## src/rtl/exc_ctrl_pkg.sv

```systemverilog
// Constants shared by the exception control register block.
// Assumes a 32-bit classic Wishbone slave decoding word addresses.
package exc_ctrl_pkg;

	// ----------------------------------------
	// Register byte addresses
	// ----------------------------------------
	localparam logic [31:0] RESET_CTRL_ADDR    = 32'hE000ED0C;
	localparam logic [31:0] FAULT_PRIO_ADDR    = 32'hE000ED18;
	localparam logic [31:0] SVC_PRIO_ADDR      = 32'hE000ED1C;
	localparam logic [31:0] TICK_PRIO_ADDR     = 32'hE000ED20;
	localparam logic [31:0] HANDLER_CTRL_ADDR  = 32'hE000ED24;
	localparam logic [31:0] EVT_STATUS_ADDR    = 32'hE000ED80;
	localparam logic [31:0] EVT_CLEAR_ADDR     = 32'hE000ED84;
	localparam logic [31:0] EVT_ENABLE_ADDR    = 32'hE000ED88;

	// ----------------------------------------
	// Reset and grouping control fields
	// ----------------------------------------
	localparam logic [15:0] WRITE_KEY          = 16'h05FA;
	localparam logic [15:0] KEY_READBACK       = 16'hFA05;
	localparam int          KEY_LSB            = 16;
	localparam int          ENDIAN_BIT         = 15;
	localparam int          SPLIT_LSB          = 8;
	localparam int          SYS_RESET_BIT      = 2;
	localparam int          CLR_ACTIVE_BIT     = 1;
	localparam int          LOCAL_RESET_BIT    = 0;
	localparam logic        ENDIAN_RESET       = 1'b0;
	localparam logic [2:0]  SPLIT_RESET        = 3'h0;

	// ----------------------------------------
	// Priority slots
	// ----------------------------------------
	localparam int          SLOT_BITS          = 8;
	localparam int          PRIO_BITS          = 3;
	localparam logic [31:0] PRIO_MASK          = 32'hE0E0E0E0;
	localparam logic [31:0] PRIO_RESET         = 32'h00000000;

	// ----------------------------------------
	// Handler control and state fields
	// ----------------------------------------
	localparam int          USG_ENA_BIT        = 18;
	localparam int          BUS_ENA_BIT        = 17;
	localparam int          MEM_ENA_BIT        = 16;
	localparam int          SVC_PEND_BIT       = 15;
	localparam int          BUS_PEND_BIT       = 14;
	localparam int          MEM_PEND_BIT       = 13;
	localparam int          USG_PEND_BIT       = 12;
	localparam logic [31:0] HCTRL_MASK         = 32'h0007FD8B;
	localparam logic [31:0] ACTIVE_MASK        = 32'h00000D8B;
	localparam logic [31:0] HCTRL_RESET        = 32'h00000000;
	localparam int          TICK_ACT_BIT       = 11;
	localparam int          PSV_ACT_BIT        = 10;
	localparam int          MON_ACT_BIT        = 8;
	localparam int          SVC_ACT_BIT        = 7;
	localparam int          USG_ACT_BIT        = 3;
	localparam int          BUS_ACT_BIT        = 1;
	localparam int          MEM_ACT_BIT        = 0;

	// ----------------------------------------
	// Event status bits
	// ----------------------------------------
	localparam int          EVT_COUNT          = 4;
	localparam int          EVT_SYS_RESET      = 0;
	localparam int          EVT_LOCAL_RESET    = 1;
	localparam int          EVT_CLR_ACTIVE     = 2;
	localparam int          EVT_ESCALATE       = 3;
	localparam logic [3:0]  EVT_RESET          = 4'h0;

	typedef enum logic [1:0] {
		BUS_IDLE = 2'b00,
		BUS_ACK  = 2'b01
	} bus_state_e;

endpackage

```

## src/rtl/system_exception_control.sv

```systemverilog
// Exception control registers: grouping, reset controls, handler priorities
// and handler enable, pending and active state, with an event interrupt.
// Assumes a classic Wishbone master on clk_i and fault strobes from the core.
//
// Overview of operation
// - The grouping selector at bits 10-8 splits each priority into pre-emption and sub parts, 000 giving one sub bit and 111 none pre-emption.
// - Each system exception owns one eight-bit priority slot, four slots to a word.
// - Only the top three bits of each slot hold a priority.
// - Unimplemented priority bits read zero and ignore writes.
// - The first priority word holds memory fault at 7-5, bus fault at 15-13, usage fault at 23-21 and a reserved slot at 31-29.
// - The priority words sit at 0xE000_ED18, 0xE000_ED1C and 0xE000_ED20 with slots 4-7, 8-11 and 12-15.
// - Writing one to bit 2 raises the system reset request output.
// - The system reset request causes a warm reset that also clears the request bit.
// - Writing one to the clear-active bit erases all active state and the bit self-clears, zero doing nothing.
// - Writing one to bit 0 resets the system except debug units and the bit self-clears.
// - Little-endian is the default data format.
// - Enables sit at bits 18-16 and pending flags at bits 15-12.
// - Active flags sit at bits 11, 10, 8, 7, 3, 1 and 0, others reading zero.
// - Writes to the reset control take effect only with key 0x5FA and the key field reads 0xFA05.
//
// Decided for this implementation: the Wishbone slave port.
`timescale 1ns/1ps
`default_nettype none
module system_exception_control
	import exc_ctrl_pkg::*;
(
	input  wire logic        clk_i,
	input  wire logic        rst_i,
	input  wire logic        cyc_i,
	input  wire logic        stb_i,
	input  wire logic        we_i,
	input  wire logic [31:0] adr_i,
	input  wire logic [3:0]  sel_i,
	input  wire logic [31:0] dat_i,
	output logic      [31:0] dat_o,
	output logic             ack_o,
	output logic             err_o,
	input  wire logic        usage_fault_i,
	input  wire logic        bus_fault_i,
	input  wire logic        memory_fault_i,
	input  wire logic [2:0]  fault_prio_sel_i,
	output logic      [7:0]  fault_preempt_o,
	output logic      [7:0]  fault_sub_o,
	output logic             system_reset_request_o,
	output logic             local_system_reset_o,
	output logic             clear_active_state_o,
	output logic             hard_fault_o,
	output logic             endian_big_o,
	output logic             irq_o
);

	// ----------------------------------------
	// State
	// ----------------------------------------
	bus_state_e  bus_q;
	logic [31:0] prio_fault_q;
	logic [31:0] prio_svc_q;
	logic [31:0] prio_tick_q;
	logic [31:0] hctrl_q;
	logic [2:0]  split_q;
	logic        endian_q;
	logic        sys_reset_req_q;
	logic        local_reset_q;
	logic        clr_active_q;
	logic [EVT_COUNT-1:0] evt_status_q;
	logic [EVT_COUNT-1:0] evt_enable_q;
	logic        hard_fault_q;
	logic [7:0]  preempt_q;
	logic [7:0]  sub_q;
	logic [31:0] dat_q;

	logic        req;
	logic        wr;
	logic        key_ok;
	logic [31:0] wmask;
	logic [7:0]  preempt_w;
	logic [7:0]  sub_w;
	logic [2:0]  sel_prio;
	logic [EVT_COUNT-1:0] evt_set;
	logic        escalate;

	function automatic logic [31:0] lane_mask(input logic [3:0] sel);
		lane_mask = {{8{sel[3]}}, {8{sel[2]}}, {8{sel[1]}}, {8{sel[0]}}};
	endfunction

	function automatic logic [31:0] merge(input logic [31:0] old, input logic [31:0] nw,
					      input logic [31:0] m);
		merge = (old & ~m) | (nw & m);
	endfunction

	function automatic logic hit(input logic [31:0] a, input logic [31:0] base);
		hit = (a[31:2] == base[31:2]);
	endfunction

	// Request is taken once per access; the idle gap keeps it from repeating.
	assign req   = cyc_i && stb_i && (bus_q == BUS_IDLE);
	assign wr    = req && we_i;
	assign wmask = lane_mask(sel_i);
	assign key_ok = (dat_i[31:KEY_LSB] == WRITE_KEY) && (sel_i[3:2] == 2'b11);

	// ----------------------------------------
	// Bus handshake
	// ----------------------------------------
	always_ff @(posedge clk_i) begin
		if (rst_i) begin
			bus_q <= BUS_IDLE;
			ack_o <= 1'b0;
			err_o <= 1'b0;
		end else if (req) begin
			bus_q <= BUS_ACK;
			ack_o <= !err_q_next();
			err_o <= err_q_next();
		end else begin
			bus_q <= BUS_IDLE;
			ack_o <= 1'b0;
			err_o <= 1'b0;
		end
	end

	function automatic logic err_q_next();
		err_q_next = !(hit(adr_i, RESET_CTRL_ADDR) || hit(adr_i, FAULT_PRIO_ADDR) ||
			       hit(adr_i, SVC_PRIO_ADDR) || hit(adr_i, TICK_PRIO_ADDR) ||
			       hit(adr_i, HANDLER_CTRL_ADDR) || hit(adr_i, EVT_STATUS_ADDR) ||
			       hit(adr_i, EVT_CLEAR_ADDR) || hit(adr_i, EVT_ENABLE_ADDR));
	endfunction

	// ----------------------------------------
	// Read data
	// ----------------------------------------
	always_ff @(posedge clk_i) begin
		if (rst_i) begin
			dat_q <= 32'h00000000;
		end else if (req && !we_i) begin
			if (hit(adr_i, RESET_CTRL_ADDR)) begin
				dat_q <= {KEY_READBACK, endian_q, 4'h0, split_q, 5'h00,
					  sys_reset_req_q, 2'b00};
			end else if (hit(adr_i, FAULT_PRIO_ADDR)) begin
				dat_q <= prio_fault_q & PRIO_MASK;
			end else if (hit(adr_i, SVC_PRIO_ADDR)) begin
				dat_q <= prio_svc_q & PRIO_MASK;
			end else if (hit(adr_i, TICK_PRIO_ADDR)) begin
				dat_q <= prio_tick_q & PRIO_MASK;
			end else if (hit(adr_i, HANDLER_CTRL_ADDR)) begin
				dat_q <= hctrl_q & HCTRL_MASK;
			end else if (hit(adr_i, EVT_STATUS_ADDR)) begin
				dat_q <= {28'h0000000, evt_status_q};
			end else if (hit(adr_i, EVT_ENABLE_ADDR)) begin
				dat_q <= {28'h0000000, evt_enable_q};
			end else begin
				dat_q <= 32'h00000000;
			end
		end
	end
	assign dat_o = dat_q;

	// ----------------------------------------
	// Reset and grouping control
	// ----------------------------------------
	// The request bit is cleared only by the warm reset it triggers.
	always_ff @(posedge clk_i) begin
		if (rst_i) begin
			split_q         <= SPLIT_RESET;
			endian_q        <= ENDIAN_RESET;
			sys_reset_req_q <= 1'b0;
		end else if (wr && hit(adr_i, RESET_CTRL_ADDR) && key_ok) begin
			if (sel_i[1]) begin
				split_q  <= dat_i[SPLIT_LSB+2:SPLIT_LSB];
				endian_q <= dat_i[ENDIAN_BIT];
			end
			if (sel_i[0] && dat_i[SYS_RESET_BIT]) begin
				sys_reset_req_q <= 1'b1;
			end
		end
	end

	// Self-clearing pulses last one cycle.
	always_ff @(posedge clk_i) begin
		if (rst_i) begin
			local_reset_q <= 1'b0;
			clr_active_q  <= 1'b0;
		end else begin
			local_reset_q <= wr && hit(adr_i, RESET_CTRL_ADDR) && key_ok && sel_i[0] &&
					 dat_i[LOCAL_RESET_BIT];
			clr_active_q  <= wr && hit(adr_i, RESET_CTRL_ADDR) && key_ok && sel_i[0] &&
					 dat_i[CLR_ACTIVE_BIT];
		end
	end

	// ----------------------------------------
	// Priority words
	// ----------------------------------------
	always_ff @(posedge clk_i) begin
		if (rst_i) begin
			prio_fault_q <= PRIO_RESET;
			prio_svc_q   <= PRIO_RESET;
			prio_tick_q  <= PRIO_RESET;
		end else if (wr) begin
			if (hit(adr_i, FAULT_PRIO_ADDR)) begin
				prio_fault_q <= merge(prio_fault_q, dat_i, wmask & PRIO_MASK);
			end else if (hit(adr_i, SVC_PRIO_ADDR)) begin
				prio_svc_q <= merge(prio_svc_q, dat_i, wmask & PRIO_MASK);
			end else if (hit(adr_i, TICK_PRIO_ADDR)) begin
				prio_tick_q <= merge(prio_tick_q, dat_i, wmask & PRIO_MASK);
			end
		end
	end

	// Slot index from the fault selector: 0 memory, 1 bus, 2 usage, 3 reserved.
	always_comb begin
		sel_prio = prio_fault_q[fault_prio_sel_i[1:0]*SLOT_BITS+5 +: PRIO_BITS];
	end

	prio_split u_split (
		.split_i   (split_q),
		.prio_i    (sel_prio),
		.preempt_o (preempt_w),
		.sub_o     (sub_w)
	);

	always_ff @(posedge clk_i) begin
		if (rst_i) begin
			preempt_q <= 8'h00;
			sub_q     <= 8'h00;
		end else begin
			preempt_q <= preempt_w;
			sub_q     <= sub_w;
		end
	end

	// ----------------------------------------
	// Handler control and state
	// ----------------------------------------
	assign escalate = (usage_fault_i && !hctrl_q[USG_ENA_BIT]) ||
			  (bus_fault_i && !hctrl_q[BUS_ENA_BIT]) ||
			  (memory_fault_i && !hctrl_q[MEM_ENA_BIT]);

	// Hardware pending sets win over a software write in the same cycle.
	always_ff @(posedge clk_i) begin
		if (rst_i) begin
			hctrl_q <= HCTRL_RESET;
		end else begin
			if (wr && hit(adr_i, HANDLER_CTRL_ADDR)) begin
				hctrl_q <= merge(hctrl_q, dat_i, wmask & HCTRL_MASK);
			end
			if (clr_active_q) begin
				hctrl_q <= hctrl_q & ~ACTIVE_MASK;
			end
			if (usage_fault_i && hctrl_q[USG_ENA_BIT]) begin
				hctrl_q[USG_PEND_BIT] <= 1'b1;
			end
			if (bus_fault_i && hctrl_q[BUS_ENA_BIT]) begin
				hctrl_q[BUS_PEND_BIT] <= 1'b1;
			end
			if (memory_fault_i && hctrl_q[MEM_ENA_BIT]) begin
				hctrl_q[MEM_PEND_BIT] <= 1'b1;
			end
		end
	end

	always_ff @(posedge clk_i) begin
		if (rst_i) begin
			hard_fault_q <= 1'b0;
		end else begin
			hard_fault_q <= escalate;
		end
	end

	// ----------------------------------------
	// Event status and interrupt
	// ----------------------------------------
	assign evt_set = {hard_fault_q, clr_active_q, local_reset_q, sys_reset_req_q};

	always_ff @(posedge clk_i) begin
		if (rst_i) begin
			evt_status_q <= EVT_RESET;
			evt_enable_q <= EVT_RESET;
		end else begin
			if (wr && hit(adr_i, EVT_ENABLE_ADDR) && sel_i[0]) begin
				evt_enable_q <= dat_i[EVT_COUNT-1:0];
			end
			if (wr && hit(adr_i, EVT_CLEAR_ADDR) && sel_i[0]) begin
				evt_status_q <= (evt_status_q & ~dat_i[EVT_COUNT-1:0]) | evt_set;
			end else begin
				evt_status_q <= evt_status_q | evt_set;
			end
		end
	end

	always_ff @(posedge clk_i) begin
		if (rst_i) begin
			irq_o <= 1'b0;
		end else begin
			irq_o <= |(evt_status_q & evt_enable_q);
		end
	end

	assign system_reset_request_o = sys_reset_req_q;
	assign local_system_reset_o   = local_reset_q;
	assign clear_active_state_o   = clr_active_q;
	assign hard_fault_o           = hard_fault_q;
	assign endian_big_o           = endian_q;
	assign fault_preempt_o        = preempt_q;
	assign fault_sub_o            = sub_q;
endmodule
`default_nettype wire

```

## src/rtl/prio_split.sv

```systemverilog
// Splits a three-bit priority held in the top of an eight-bit slot into
// pre-emption and sub-priority parts under the grouping selector.
// Assumes same-clock inputs; purely combinational.
`timescale 1ns/1ps
`default_nettype none
module prio_split (
	input  wire logic [2:0] split_i,
	input  wire logic [2:0] prio_i,
	output logic      [7:0] preempt_o,
	output logic      [7:0] sub_o
);
	logic [7:0] slot;
	logic [7:0] sub_mask;

	// Selector n leaves n+1 low bits as sub-priority; 7 leaves none for pre-emption.
	always_comb begin
		slot      = {prio_i, 5'h00};
		sub_mask  = 8'hFF >> (3'h7 - split_i);
		preempt_o = slot & ~sub_mask;
		sub_o     = slot & sub_mask;
	end
endmodule
`default_nettype wire

```

## config.mk

```make
export PLATFORM = sky130hd
export DESIGN_NAME = system_exception_control
export DESIGN_NICKNAME = d
export VERILOG_FILES = /design/src/rtl/exc_ctrl_pkg.sv /design/src/rtl/system_exception_control.sv /design/src/rtl/prio_split.sv
export SDC_FILE = /design/constraint.sdc
export NUM_CORES = 1
export LEC_CHECK = 0
export ABC_AREA = 1
export BUFFER_PORTS_ARGS = -buffer_cell sky130_fd_sc_hd__buf_2
export CORE_ASPECT_RATIO = 1.75
export CORE_MARGIN = 4
export CORE_UTILIZATION = 58
export DETAILED_ROUTE_END_ITERATION = 7
export PLACE_DENSITY = 0.83
export SKIP_CTS_REPAIR_TIMING = 1
export SLEW_MARGIN = 10
export SYNTH_ARGS = -nofsm -noshare
export SYNTH_HDL_FRONTEND = slang
export SYNTH_HIERARCHICAL = 1
export SYNTH_SLANG_ARGS = --single-unit
```

## constraint.sdc

```tcl
create_clock -name clk_i -period 3.1 [get_ports clk_i]
set_input_delay 0 -clock clk_i [delete_from_list [all_inputs] [get_ports clk_i]]
set_output_delay 0 -clock clk_i [all_outputs]
set_load 0.02 [all_outputs]
```

After elaboration in Yosys (flattened, before gate mapping)
Index checks and enable logic that the tools add are counted.
{"block": "totals", "regBits": 197, "in_bits": 79, "out_inout_bits": 56, "word_cells": 130}
{"block": "classes", "add_sub_neg": 2, "n_eq_ne": 13, "n_shift": 2, "muxes": 14, "n_bitwise": 24, "reduce_logical": 52}
{"cell": "$eq 30x30->1 const B", "count": 8}
{"cell": "$and 32x32->32", "count": 5}
{"cell": "$mux 32", "count": 4}
{"cell": "$or 32x32->32", "count": 4}
{"cell": "$and 32x19->32", "count": 1}
{"cell": "$not 19->32", "count": 1}
{"cell": "$not 32->32", "count": 1}
{"cell": "$shiftx 32x7->3", "count": 1}
{"cell": "$mux 15", "count": 2}
{"cell": "$logic_and 1x1->1", "count": 22}
{"cell": "$mux 19", "count": 1}
{"cell": "$and 8x8->8", "count": 2}
{"cell": "$eq 16x11->1 const B", "count": 1}
{"cell": "$reduce_and 2->1", "count": 7}
{"cell": "$mux 4", "count": 3}
{"cell": "$logic_or 1x1->1", "count": 9}
{"cell": "$and 4x4->4", "count": 2}
{"cell": "$not 8->8", "count": 1}
{"cell": "$or 4x4->4", "count": 2}
{"cell": "$shr 8x3->8 const A", "count": 1}
{"cell": "$add 5x3->6 const B", "count": 1}
{"cell": "$ne 2x1->1 const B", "count": 3}
{"cell": "$reduce_bool 2->1", "count": 3}
{"cell": "$logic_not 1->1", "count": 5}
{"cell": "other kinds (10)", "count": 17}

Logic depth before layout (Yosys ltp)
{"block": "logic_depth", "depth_word": 9, "depth_mapped": 13, "ltp_nobuf": 12}

By module
The synthesis kept the hierarchy.
{"mod": "system_exception_control", "n_inst": 1, "cells_each": 775, "area_per_inst_um2": 5360.1, "seq_area_each_um2": 2222.1}
{"mod": "prio_split", "n_inst": 1, "cells_each": 25, "area_per_inst_um2": 138.9, "seq_area_each_um2": 0.0}

Least setup slack after synthesis
OpenSTA, ideal clock, no wires.
{"block": "synth_timing", "kind": "register to register", "startpoint": "register bus_q[0]", "endpoint": "register evt_enable_q[0]", "setup_ps": 120, "t_arrival_ps": 1280, "t_required_ps": 2980, "setup_slack_ps": 1700, "path_stages_with_launch": 7, "period_less_slack_ps": 1400, "cell_sequence": "dfxtp_1 -> nor2_1 -> nand2_4 -> nor2_1 -> nand4_2 -> o21ai_0 -> a21oi_1"}
{"block": "synth_via", "elab_chain_len": 5}
{"element": "start, declared", "line": "system_exception_control.sv:55", "text": "bus_state_e bus_q;"}
{"element": "start signal, assigned", "line": "system_exception_control.sv:106", "text": "bus_q <= BUS_IDLE;"}
{"element": "start signal, assigned", "line": "system_exception_control.sv:110", "text": "bus_q <= BUS_ACK;"}
{"element": "start signal, assigned", "line": "system_exception_control.sv:114", "text": "bus_q <= BUS_IDLE;"}
{"element": "$logic_not 2->1", "line": "system_exception_control.sv:96", "text": "assign req = cyc_i && stb_i && (bus_q == BUS_IDLE);"}
{"element": "$logic_and 1x1->1", "line": "system_exception_control.sv:96"}
{"element": "$logic_and 1x1->1", "line": "system_exception_control.sv:97", "text": "assign wr = req && we_i;"}
{"element": "$logic_and 1x1->1 (2 in series)", "line": "system_exception_control.sv:278", "text": "if (wr && hit(adr_i, EVT_ENABLE_ADDR) && sel_i[0]) begin"}
{"element": "end signal, assigned", "line": "system_exception_control.sv:279", "text": "evt_enable_q <= dat_i[EVT_COUNT-1:0];"}
{"element": "end, declared", "line": "system_exception_control.sv:66", "text": "logic [EVT_COUNT-1:0] evt_enable_q;"}
No other way between the ends.
A chain may end at the register's enable or synchronous reset.

Final worst setup path
{"block": "layout_timing", "startpoint": "register bus_q[0]", "endpoint": "register dat_q[16], in the netlist dat_o[16]"}
{"block": "layout_via", "elab_chain_len": 3}
{"element": "$logic_not 2->1", "line": "system_exception_control.sv:96"}
{"element": "$logic_and 1x1->1", "line": "system_exception_control.sv:96"}
{"element": "$logic_and 1x1->1", "line": "system_exception_control.sv:133", "text": "end else if (req && !we_i) begin"}
{"element": "end signal, assigned", "line": "system_exception_control.sv:135", "text": "dat_q <= {KEY_READBACK, endian_q, 4'h0, split_q, 5'h00,"}
{"element": "end signal, assigned", "line": "system_exception_control.sv:138", "text": "dat_q <= prio_fault_q & PRIO_MASK;"}
{"element": "end signal, assigned", "line": "system_exception_control.sv:140", "text": "dat_q <= prio_svc_q & PRIO_MASK;"}
{"element": "end, declared", "line": "system_exception_control.sv:70", "text": "logic [31:0] dat_q;"}
No other way between the ends.

==> results_dict.tcl <==
set metrics [dict create \
    status "finished with violations" \
    failed_checks "negative hold slack" \
    power_density_mw_per_mm2 443 \
    p_sw_share_pct 23.8 \
    post-route-util_pct 72.2 \
    timing.final.crit_period_ps 2090 \
    multi_input_area_sq_mm 0.00265 \
    layout.nets 1010 \
    cp_top_family "simple AND/OR/NAND/NOR gates" \
    maxSlewHeadroom_pct 34.0 \
    area_growth_pct 20.1 \
    root_buffer "clkbuf_16" \
    r2r-end "dat_o[16]" \
    ys_types 37 \
    muxShareOfSynthArea_pct 0 \
    synth-simple-area-share_pct 35.5 \
    synth_top_family_by_area "simple AND/OR/NAND/NOR gates" \
    initial_utilization_pct 60.1 \
    internal_power_mw 2.23 \
    worstPathBufferInverterCount 2 \
    cts_buffers 9 \
    synth_common_cells "nand2_1 (181), nor2_1 (119), dfxtp_1 (111)" \
    timing.rr.start "bus_q[0]" \
    r2r.worst_path.cells 7 \
    clkPwrFrac_pct 42.4 \
    die_y_um 137 \
    htree_levels 3 \
    die_area_sq_mm 0.0112 \
    path_clk_slew_ps 70 \
    slowest_stage "inv_1" \
    dr.pass1.iters 5 \
    crit_required_ps 3380 \
    yosysMostFrequentCell "nand2_1" \
    via_count 5431 \
    drive_gt1_share_pct 21.0 \
    wire_per_inst_um 14.1 \
    min_to "evt_enable_q[2]" \
    pwr-share-seq_pct 49.3 \
    synthArstFlopShare_pct 0 \
    rsz0062_at_grt "no" \
    r2r_setup_slack_ps 1010 \
    pin_count 135 \
    whs_path_depth 3 \
    synth_seq_area_share_pct 40.4 \
    grtUsageTotal_pct 26.9 \
    clockBufferDepth 2 \
    synth_edf_count 0 \
    fin_skew_ps 5.37 \
    antenna_found_initial 0 \
    clkLatencyLatePin_ps 350 \
    synthTopCellsByArea "dfxtp_1 (40%), nand2_1 (12%), nor2_1 (8.1%), inv_1 (7.0%), a21oi_1 (5.6%)" \
    crit_fanout 23 \
    gp_congestion 0.896 \
    wl_um 14900 \
    synth_compound_area_share_pct 11.7 \
    synth_fa_ha_area_share_pct 0 \
    path_class "reg -> reg" \
    cts_tree "yes" \
    netSwitchingPower_mw 0.697 \
    syn_avg_cell_area_sq_um 6.87 \
    synth-main-ff-cell "dfxtp_1" \
    ir_worst_vdd_mv 0.282 \
    netlist_area_sq_mm 0.00550 \
    yosysTopAreaCellShare_pct 40.4 \
    ys_ff_latch 111 \
    synth-xor-area-share_pct 0 \
    num-fill-cells 777 \
    crit_arrival_ps 2370 \
    power_mw 2.92 \
    hpwl_um 10900 \
    cp-end-kind "flop" \
    synth_warnings 6 \
    rows 46 \
    grt_overflow 0 \
    postRouteAntennaNets 0 \
    core-area_sq_mm 0.00915 \
    min_from "dat_i[2]" \
    grt_start_max_net_pins 72 \
    pwr-share-comb_pct 8.3 \
    setup_tns_ps 0 \
    layoutNonFillerInstCount 1056 \
    max_freq_mhz 479 \
    hold_violations 11 \
    seq_area_sq_mm 0.00222 \
    slew_violations 0 \
    worst_path_largest_cell_delay_ps 510 \
    grt_pass1_vias 5109 \
    drc 0 \
    tightest_slew_ps 990 \
    synth_top_area_cell "dfxtp_1" \
    grt_first_pass_wirelength_um 23100 \
    dp_cells 1022 \
    io_buffers 125 \
    drv_cap 0 \
    drtIter0Drc 357 \
    hold_class "in -> reg" \
    cp-start-kind "flop" \
    hold_ws_ps -35.2 \
    setup_violations 0 \
    p_leak_nw 3.00 \
    numClockSinks 111 \
    diodes 0 \
    fp.dieW_um 81.6 \
    critPathMostFrequentCell "nor2_1" \
    avgViaCountPerCell 5.14 \
    syn_inst 800 \
    finalCritPeriodShare_pct 67.4 \
    path_cells "nor2_1 -> inv_1 -> nor2_1 -> inv_1 -> nor2_1 -> nand2_1 -> a31oi_1" \
]
per-stage QoR:
step,worst slack [ps],instance area [sq um]
3_5_place_dp,1050,6100
4_1_cts,1030,6420
2_1_floorplan,1700,5550
5_1_grt,826,6600
6_report,1010,6600
3_3_place_gp,1060,6100
routing by layer:
metal / wire length [um] / GRT usage, % / vias up
met4: 843 / 17.2 / 0
met1: 5180 / 27.3 / 2420
met3: 866 / 2.96 / 62
met2: 8020 / 50.3 / 202
li1: - / - / 2747
met5: 0 / 0 / -
cells by family (layout without fill, tap and decap cells):
logic type             count (synthesis)  after routing
flip-flops                           111            111
AND/OR/NAND/NOR                      415            415
AO/OA/AOI/OAI                        120            120
buffers and inverters                152            275
other                                  2             15
final cells by class:
| type | instances | area share (%) |
|---|---|---|
| Multi-Input combinational cell | 550 | 40.2 |
| Sequential cell | 111 | 33.6 |
| Timing Repair Buffer | 145 | 12.4 |
| Inverter | 114 | 6.56 |
| Clock buffer | 12 | 4.04 |
| Tap cell | 120 | 2.27 |
| Clock inverter | 4 | 0.890 |
worst max-delay path by stage:
stage / from / to / cells after the start
after floorplan: bus_q[0] / evt_enable_q[0] / 6
after global placement: bus_q[0] / dat_o[18] / 7
after detailed placement: bus_q[0] / dat_o[18] / 7
after CTS: bus_q[0] / dat_o[18] / 7
after global routing: bus_q[0] / dat_o[16] / 7
final: bus_q[0] / dat_o[16] / 7
power by group through the flow:
| stage | Clock [mW] | Sequential (mW) | Combinational, mW |
|---|---|---|---|
| after floorplan | 0 | 1.49 | 0.118 |
| after global placement | 0 | 1.48 | 0.220 |
| after detailed placement | 0 | 1.48 | 0.222 |
| after CTS | 1.25 | 1.44 | 0.223 |
| after global routing | 1.30 | 1.44 | 0.270 |
| final | 1.24 | 1.44 | 0.243 |
placed cells by master, fill, tap and decap left out, types with 3 or more instances in the layout:
cell             n
nand2_1        181
dlygate4sd3_1   18
nor3_1          10
nor2_4           6
o21ai_0         39
a21oi_1         62
o211ai_1        11
dfxtp_1        111
nor2_1         119
nor2_2          12
clkbuf_16        9
conb_1          15
nand3_1         48
nand2_2         10
inv_2            7
inv_1          102
clkbuf_8         3
buf_2          125
nand4_1          8
o22ai_1          3
clkinv_1         4
nand2_4          4
nand3_4          7
tightest hold or removal path, stage by stage:
cell and delay [ps]:
buf_2 90, o21ai_0 80, a21oi_1 110
Note: power is estimated with default switching activity, not from simulation.
